--- src/gpp_pkg.sv ---
package gpp_pkg;

   // port geometry: four ports of up to eight pins each
   localparam int GPP_NPORT = 4;
   localparam int GPP_PW    = 8;
   localparam int GPP_NPIN  = GPP_NPORT * GPP_PW;
   localparam int GPP_NPERI = 3;

   // implemented pins: ports 0 and 1 full, port 2 one pin, port 3 three pins (20 in all)
   localparam logic [31:0] GPP_IMPL_MASK = 32'h0701ffff;
   localparam int          GPP_MAX_PINS  = 20;

   // values after reset
   localparam logic        GPP_DOUT_RST  = 1'b0;
   localparam logic        GPP_PEND_RST  = 1'b0;
   localparam logic        GPP_PAD_RST   = 1'b0;

   // drive modes, three-bit field
   typedef enum logic [2:0] {
      GPP_DM_ANALOG,
      GPP_DM_INPUT,
      GPP_DM_WPU_SPD,
      GPP_DM_SPU_WPD,
      GPP_DM_OD_LO,
      GPP_DM_OD_HI,
      GPP_DM_STRONG,
      GPP_DM_WEAK
   } gpp_dm_t;

   // signal matrix selection per pin
   typedef enum logic [1:0] {
      GPP_SEL_DATA,
      GPP_SEL_PERI0,
      GPP_SEL_PERI1,
      GPP_SEL_PERI2
   } gpp_sel_t;

   // pin interrupt event selection
   typedef enum logic [1:0] {
      GPP_IRQ_OFF,
      GPP_IRQ_RISE,
      GPP_IRQ_FALL,
      GPP_IRQ_BOTH
   } gpp_irq_t;

endpackage

--- src/gpp_pin.sv ---
`timescale 1ns/100ps
`default_nettype none

module gpp_pin
   import gpp_pkg::*;
(
   input  wire logic    ref_clk,
   input  wire logic    srst,
   input  wire logic    ce,
   input  wire gpp_dm_t mode,
   input  wire logic    ibuf_en,
   input  wire logic    obuf_en,
   input  wire logic    dout,
   input  wire logic    slew_slow,
   input  wire logic    thr_lvttl,
   input  wire logic    pad_in,
   output logic         pad_out_r,
   output logic         pad_oe_r,
   output logic         pad_pu_r,
   output logic         pad_pd_r,
   output logic         pad_ie_r,
   output logic         pad_slow_r,
   output logic         pad_lvttl_r,
   output logic         state_r
);

   logic out_act;
   logic out_nxt;
   logic oe_nxt;
   logic pu_nxt;
   logic pd_nxt;
   logic ie_nxt;

   // decode of drive mode into strong and weak drivers
   always_comb begin
      out_act = obuf_en && (mode != GPP_DM_ANALOG) && (mode != GPP_DM_INPUT);
      ie_nxt  = ibuf_en && (mode != GPP_DM_ANALOG);
      out_nxt = 1'b0;
      oe_nxt  = 1'b0;
      pu_nxt  = 1'b0;
      pd_nxt  = 1'b0;
      case (mode)
         GPP_DM_WPU_SPD: begin
            oe_nxt = out_act && !dout;
            pu_nxt = out_act && dout;
         end
         GPP_DM_SPU_WPD: begin
            out_nxt = 1'b1;
            oe_nxt  = out_act && dout;
            pd_nxt  = out_act && !dout;
         end
         GPP_DM_OD_LO: begin
            oe_nxt = out_act && !dout;
         end
         GPP_DM_OD_HI: begin
            out_nxt = 1'b1;
            oe_nxt  = out_act && dout;
         end
         GPP_DM_STRONG: begin
            out_nxt = dout;
            oe_nxt  = out_act;
         end
         GPP_DM_WEAK: begin
            pu_nxt = out_act && dout;
            pd_nxt = out_act && !dout;
         end
         default: begin
            oe_nxt = 1'b0;
         end
      endcase
   end

   // pad controls; reset forces every buffer off
   always_ff @(posedge ref_clk) begin
      if (srst) begin
         pad_out_r   <= GPP_PAD_RST;
         pad_oe_r    <= GPP_PAD_RST;
         pad_pu_r    <= GPP_PAD_RST;
         pad_pd_r    <= GPP_PAD_RST;
         pad_ie_r    <= GPP_PAD_RST;
         pad_slow_r  <= GPP_PAD_RST;
         pad_lvttl_r <= GPP_PAD_RST;
      end else if (ce) begin
         pad_out_r   <= out_nxt;
         pad_oe_r    <= oe_nxt;
         pad_pu_r    <= pu_nxt;
         pad_pd_r    <= pd_nxt;
         pad_ie_r    <= ie_nxt;
         pad_slow_r  <= slew_slow;
         pad_lvttl_r <= thr_lvttl;
      end
   end

   // sensed level; a disabled input buffer reads low
   always_ff @(posedge ref_clk) begin
      if (srst) begin
         state_r <= GPP_PAD_RST;
      end else if (ce) begin
         state_r <= pad_ie_r && pad_in;
      end
   end
endmodule

`default_nettype wire

--- src/gpp_port.sv ---
`timescale 1ns/100ps
`default_nettype none

// Function
// - each pin offers eight drive modes, analog through weak/strong/open-drain mixes
// - input threshold per pin selects CMOS or LVTTL levels
// - input and output buffers enable independently of each other; analog mode turns both off, input mode the output
// - output slew rate per pin is software selectable
// - pins group into eight-bit ports; ports 2 and 3 have fewer pins
// - no more than 20 general-purpose pins in total
// - during reset every pin buffer is held disabled
// - each port has output-data register and pin-state register
// - enabled pins raise interrupts, merged into one request per port, four total
// - a matrix picks port data or a peripheral signal per pin
// - every implemented pin works as plain general-purpose input/output
module gpp_port
   import gpp_pkg::*;
#(
   parameter logic [GPP_NPIN-1:0] IMPL_MASK = GPP_IMPL_MASK
)
(
   input  wire logic                         ref_clk,
   input  wire logic                         srst,
   input  wire logic                         ce,
   input  wire logic [3*GPP_NPIN-1:0]        drive_mode,
   input  wire logic [GPP_NPIN-1:0]          ibuf_en,
   input  wire logic [GPP_NPIN-1:0]          obuf_en,
   input  wire logic [GPP_NPIN-1:0]          slew_slow,
   input  wire logic [GPP_NPIN-1:0]          thr_lvttl,
   input  wire logic [2*GPP_NPIN-1:0]        mux_sel,
   input  wire logic [GPP_NPERI*GPP_NPIN-1:0] peri_out,
   input  wire logic [2*GPP_NPIN-1:0]        irq_cfg,
   input  wire logic                         dout_we,
   input  wire logic [GPP_NPIN-1:0]          dout_wdata,
   input  wire logic                         pend_clr_we,
   input  wire logic [GPP_NPIN-1:0]          pend_clr_wdata,
   input  wire logic [GPP_NPIN-1:0]          pad_in,
   output logic      [GPP_NPIN-1:0]          pad_out_r,
   output logic      [GPP_NPIN-1:0]          pad_oe_r,
   output logic      [GPP_NPIN-1:0]          pad_pu_r,
   output logic      [GPP_NPIN-1:0]          pad_pd_r,
   output logic      [GPP_NPIN-1:0]          pad_ie_r,
   output logic      [GPP_NPIN-1:0]          pad_slow_r,
   output logic      [GPP_NPIN-1:0]          pad_lvttl_r,
   output logic      [GPP_NPIN-1:0]          dout_r,
   output logic      [GPP_NPIN-1:0]          pin_state_r,
   output logic      [GPP_NPIN-1:0]          pend_r,
   output logic      [GPP_NPORT-1:0]         port_irq_r
);

   logic [GPP_NPIN-1:0]  state_prev_r;
   logic [GPP_NPIN-1:0]  pin_evt;
   logic [GPP_NPIN-1:0]  irq_on;
   logic [GPP_NPIN-1:0]  pin_drv;
   logic [GPP_NPIN-1:0]  pend_nxt;
   logic [GPP_NPORT-1:0] port_any;

   // output-data register, unimplemented bits stay zero
   always_ff @(posedge ref_clk) begin
      if (srst) begin
         dout_r <= {GPP_NPIN{GPP_DOUT_RST}};
      end else if (ce && dout_we) begin
         dout_r <= dout_wdata & IMPL_MASK;
      end
   end

   // per-pin cells: matrix, drive decode and sensing
   genvar gi;
   generate
      for (gi = 0; gi < GPP_NPIN; gi++) begin : g_pin
         gpp_dm_t  dm;
         gpp_sel_t sel;
         gpp_irq_t icfg;

         // unimplemented pins are pinned to analog, so they never drive
         assign dm   = IMPL_MASK[gi] ? gpp_dm_t'(drive_mode[3*gi +: 3]) : GPP_DM_ANALOG;
         assign sel  = gpp_sel_t'(mux_sel[2*gi +: 2]);
         assign icfg = gpp_irq_t'(irq_cfg[2*gi +: 2]);

         // signal matrix: plain data or one of the peripheral signals
         always_comb begin
            case (sel)
               GPP_SEL_DATA:  pin_drv[gi] = dout_r[gi];
               GPP_SEL_PERI0: pin_drv[gi] = peri_out[GPP_NPERI*gi];
               GPP_SEL_PERI1: pin_drv[gi] = peri_out[GPP_NPERI*gi + 1];
               GPP_SEL_PERI2: pin_drv[gi] = peri_out[GPP_NPERI*gi + 2];
               default:       pin_drv[gi] = dout_r[gi];
            endcase
         end

         // event detection on the sensed level
         always_comb begin
            irq_on[gi] = IMPL_MASK[gi] && (icfg != GPP_IRQ_OFF);
            case (icfg)
               GPP_IRQ_RISE: pin_evt[gi] = pin_state_r[gi] && !state_prev_r[gi];
               GPP_IRQ_FALL: pin_evt[gi] = !pin_state_r[gi] && state_prev_r[gi];
               GPP_IRQ_BOTH: pin_evt[gi] = pin_state_r[gi] != state_prev_r[gi];
               default:      pin_evt[gi] = 1'b0;
            endcase
            if (!IMPL_MASK[gi]) begin
               pin_evt[gi] = 1'b0;
            end
         end

         gpp_pin u_pin (
            .ref_clk     (ref_clk),
            .srst        (srst),
            .ce          (ce),
            .mode        (dm),
            .ibuf_en     (ibuf_en[gi]),
            .obuf_en     (obuf_en[gi]),
            .dout        (pin_drv[gi]),
            .slew_slow   (slew_slow[gi]),
            .thr_lvttl   (thr_lvttl[gi]),
            .pad_in      (pad_in[gi]),
            .pad_out_r   (pad_out_r[gi]),
            .pad_oe_r    (pad_oe_r[gi]),
            .pad_pu_r    (pad_pu_r[gi]),
            .pad_pd_r    (pad_pd_r[gi]),
            .pad_ie_r    (pad_ie_r[gi]),
            .pad_slow_r  (pad_slow_r[gi]),
            .pad_lvttl_r (pad_lvttl_r[gi]),
            .state_r     (pin_state_r[gi])
         );
      end
   endgenerate

   // previous level, for edge detection
   always_ff @(posedge ref_clk) begin
      if (srst) begin
         state_prev_r <= '0;
      end else if (ce) begin
         state_prev_r <= pin_state_r;
      end
   end

   // pending flags: a new event beats a same-cycle clear
   always_comb begin
      pend_nxt = pend_r;
      if (pend_clr_we) begin
         pend_nxt = pend_nxt & ~pend_clr_wdata;
      end
      pend_nxt = pend_nxt | pin_evt;
   end

   always_ff @(posedge ref_clk) begin
      if (srst) begin
         pend_r <= {GPP_NPIN{GPP_PEND_RST}};
      end else if (ce) begin
         pend_r <= pend_nxt;
      end
   end

   // one request per port while any enabled flag is pending
   genvar gp;
   generate
      for (gp = 0; gp < GPP_NPORT; gp++) begin : g_port
         assign port_any[gp] = |(pend_nxt[GPP_PW*gp +: GPP_PW] & irq_on[GPP_PW*gp +: GPP_PW]);
      end
   endgenerate

   // registered so the request line is glitch free toward the interrupt controller
   always_ff @(posedge ref_clk) begin
      if (srst) begin
         port_irq_r <= '0;
      end else if (ce) begin
         port_irq_r <= port_any;
      end
   end
endmodule

`default_nettype wire

--- config.mk ---
export PLATFORM = sky130hd
export DESIGN_NAME = gpp_port
export DESIGN_NICKNAME = d
export VERILOG_FILES = /design/src/gpp_pkg.sv /design/src/gpp_pin.sv /design/src/gpp_port.sv
export SDC_FILE = /design/constraint.sdc
export NUM_CORES = 1
export LEC_CHECK = 0
export BUFFER_PORTS_ARGS = -buffer_cell sky130_fd_sc_hd__buf_2
export CAP_MARGIN = 20
export CORE_AREA = 3 3 343 345
export CTS_CLUSTER_DIAMETER = 200
export DETAILED_ROUTE_END_ITERATION = 8
export DIE_AREA = 0 0 346 348
export SLEW_MARGIN = 5
export SYNTH_ARGS = -nofsm -noshare
export SYNTH_HDL_FRONTEND = slang
export SYNTH_HIERARCHICAL = 1
export SYNTH_SLANG_ARGS = --single-unit
--- constraint.sdc ---
create_clock -name ref_clk -period 2.66 [get_ports ref_clk]
set_input_delay 0.399 -clock ref_clk [delete_from_list [all_inputs] [get_ports ref_clk]]
set_output_delay 0.399 -clock ref_clk [all_outputs]
set_load 0.03 [all_outputs]
==> impl_metrics.csv <==
group,metric,value,unit
power_and_ir_drop,p_per_area,524,nW/µm²
layout,areaGrowthSynthToFinish,48.3,%
floorplanning,io_pins,873,
route,viasPerCell,3.90,
layout,nets,3639,
timing,rsz0062_at_grt,"no",
critical_path,cp_max_fo,5,
cts,cts_buffers,42,
timing,fin_ws,0.530,ns
timing,setup_viol,0,
timing,slew_headroom,51.9,%
power_and_ir_drop,p_leak,11.6,nW
timing,clock_skew,0.0139,ns
layout,drive_above_1_share,32.2,%
timing,period_needed,2.13,ns
synth,yosysSeqAreaShare,38.0,%
timing,drv_slew,0,
synth,synth-edff-count,0,
cts,clkSlewWorstSetupHoldPaths,0.06,ns
critical_path,worst_ep_arrival_time,2.60,ns
layout,utilization,22.6,%
timing,worst_pin_slew,0.715,ns
floorplanning,die-width,346,µm
synth,syn_avg_cell_area,8.95,µm²
route,first_pass_iters,5,
route,vias,17952,
synth,ys.flop_type,"dfxtp_1",
cts,postCtsSetupBuffers,0,
critical_path,cp.required,3.13,ns
route,drt-initial-drc-count,827,
cts,cts_tree,"yes",
synth,synth.distinct_cells,55,
run_status,status,"finished, final reports clean",
route,postRouteAntennaNets,0,
timing,fin_tns_setup,0,ns
placed_design,place_area,24000,µm²
cts,ctsHoldBuffers,54,
timing,fin_crit_sh,80.1,%
cts,cts.sinks,332,
route,wl_per_cell,16.0,µm
grt,track_usage,11.6,%
placed_design,io_buffers,788,
cts,post_cts_resized,0,
critical_path,setup.worst_path.start_class,"flop",
placed_design,place_congestion,0.884,
floorplanning,dieArea,120000,µm²
run,maxCapViolCount,0,
grt,grt_pass1_vias,17201,
critical_path,crit_type,"flop to flop",
floorplanning,die_h,348,µm
layout,final_area,25900,µm²
synth,synth-warning-count,6,
critical_path,endpoint_kind,"flop",
cts,h-tree-depth,2,
synth,syn_area,17500,µm²
timing,hold_violations,0,
cts,clockBufferDepth,3,
route,drc,0,
floorplanning,initial_utilization,15.3,%
cts,insertion_delay,0.58,ns
synth,synth_seq_cells,332,
min_path,holdCritPathClass,"input port to flop",
timing,timing.fmax,469,MHz
layout,fin_cells,4599,
grt,grt_overflow_total,0,
synth,async_flop_share,0,%
grt,antenna_found_initial,20,
cts,root_buffer,"clkbuf_16",
placed_design,post-place-ws,0.477,ns
floorplanning,fp-row-count,124,
placed_design,dp_hpwl,58.9,mm
power_and_ir_drop,vdd_drop_max,340,µV
route,wl,73.6,mm
placed_design,dp_cells,4464,
synth,synth_cells,1952,
grt,grt_max_degree,126,
grt,grt_pass1_wl,106,mm
floorplanning,design.core.area,115000,µm²
## worst max-delay path, cell delays in order (launching register included)
cell and delay, ns:
dfxtp_1 0.40, inv_1 0.07, ha_1 0.27, or2b_1 0.09, a31o_1 0.16, a31oi_1 0.17
or4_1 0.56, o31a_1 0.30
## cells by family (layout without fill, tap and decap cells)
group | Yosys count | count (layout) | synth area share, %
buf+inv | 190 | 1057 | 6.48
fa+ha+maj | 40 | 40 | 2.86
compound gates | 468 | 468 | 18.1
flops | 332 | 332 | 38.0
mux | 136 | 136 | 9.31
xor+xnor | 32 | 32 | 1.60
simple gates | 753 | 753 | 23.6
other cells | 1 | 269 | 0.0215
## sequential cells by signal, summed over array words and instances (netlist names)
| signal | count |
|---|---|
| port_irq_r | 4 |
| g_pin.u_pin/pad_lvttl_r | 32 |
| pend_r | 32 |
| g_pin.u_pin/pad_oe_r | 32 |
| dout_r | 20 |
| g_pin.u_pin/pad_pu_r | 32 |
| g_pin.u_pin/pad_out_r | 32 |
| g_pin.u_pin/pad_pd_r | 32 |
| g_pin.u_pin/pad_slow_r | 32 |
| g_pin.u_pin/state_r | 32 |
| g_pin.u_pin/pad_ie_r | 32 |
| state_prev_r | 20 |
## worst paths after layout
path / startpoint / to / slack, ns / cells after the start
max: g_pin[13].u_pin/state_r / port_irq_r[1] / 0.53 / 7
min: thr_lvttl[0] / g_pin[0].u_pin/pad_lvttl_r / 0.07 / 3
max reg2reg: g_pin[13].u_pin/state_r / port_irq_r[1] / 0.53 / 7
min reg2reg: pend_r[19] / pend_r[19] / 0.45 / 2
## cells in the final DEF (no fill, tap or decap), drive strengths merged, types with 10 or more instances in the layout
cell	instances
dlygate4sd3	54
mux2	12
dfxtp	332
nor2b	17
clkbuf	63
a31o	10
a21boi	34
o21ai	47
or2b	24
mux4	20
nand4	42
o32ai	23
mux2i	104
conb	264
o2111ai	24
nand3b	34
nand2b	155
and2	34
a21oi	190
and2b	23
nand3	52
inv	93
nand4b	23
buf	836
nor2	170
nand2	151
and3b	23
a2bb2oi	15
o311ai	32
a211oi	17
ha	40
xnor2	23
a311oi	30
## layer usage
metal	vias up	track usage, %	routed length (µm)
li1	8915	-	-
met1	8267	12.7	28600
met2	633	19.4	34300
met3	129	5.26	7660
met4	8	4.62	2950
met5	-	0	47
## power breakdown
part	internal, W	switching [W]
Clock	0.00344	0.00234
Sequential	0.00518	0.000140
Combinational	0.000994	0.00149
## stage by stage
| stage | hold WS, ns | total power (W) |
|---|---|---|
| after floorplan | 0.464 | 0.00683 |
| after global placement | 0.433 | 0.00783 |
| after detailed placement | 0.436 | 0.00786 |
| after CTS | 0.0000839 | 0.0139 |
| after global routing | 0.0253 | 0.0143 |
| final | 0.0674 | 0.0136 |
## cell type report
class | instances | area (µm²)
diodes | 5 | 12.5
clock buffers | 63 | 1210
clock inverters | 13 | 153
fillers | 12656 | 88600
inverters | 91 | 342
multi-input cells | 1693 | 10700
flip-flops and latches | 332 | 6650
well taps | 1512 | 1890
repair buffers | 890 | 4960
## cells in the mapped netlist (all sizes together), types with 20 or more instances
| library cell | count | area [µm²] |
|---|---|---|
| o32ai | 23 | 201 |
| a21boi | 34 | 255 |
| o21ai | 47 | 235 |
| nand3 | 52 | 260 |
| nand2 | 151 | 569 |
| dfxtp | 332 | 6650 |
| o311ai | 32 | 280 |
| mux4 | 20 | 450 |
| nor2 | 170 | 638 |
| and2b | 23 | 201 |
| inv | 91 | 342 |
| nand2b | 155 | 970 |
| nand4 | 42 | 263 |
| ha | 40 | 500 |
| or2b | 24 | 180 |
| nand4b | 23 | 201 |
| o2111ai | 24 | 210 |
| and3b | 23 | 230 |
| nand3b | 34 | 255 |
| mux2i | 104 | 1040 |
| xnor2 | 23 | 201 |
| a311oi | 30 | 263 |
| buf | 82 | 727 |
| and2 | 34 | 213 |
| a21oi | 190 | 951 |
Power figures use the tool's default switching activity.
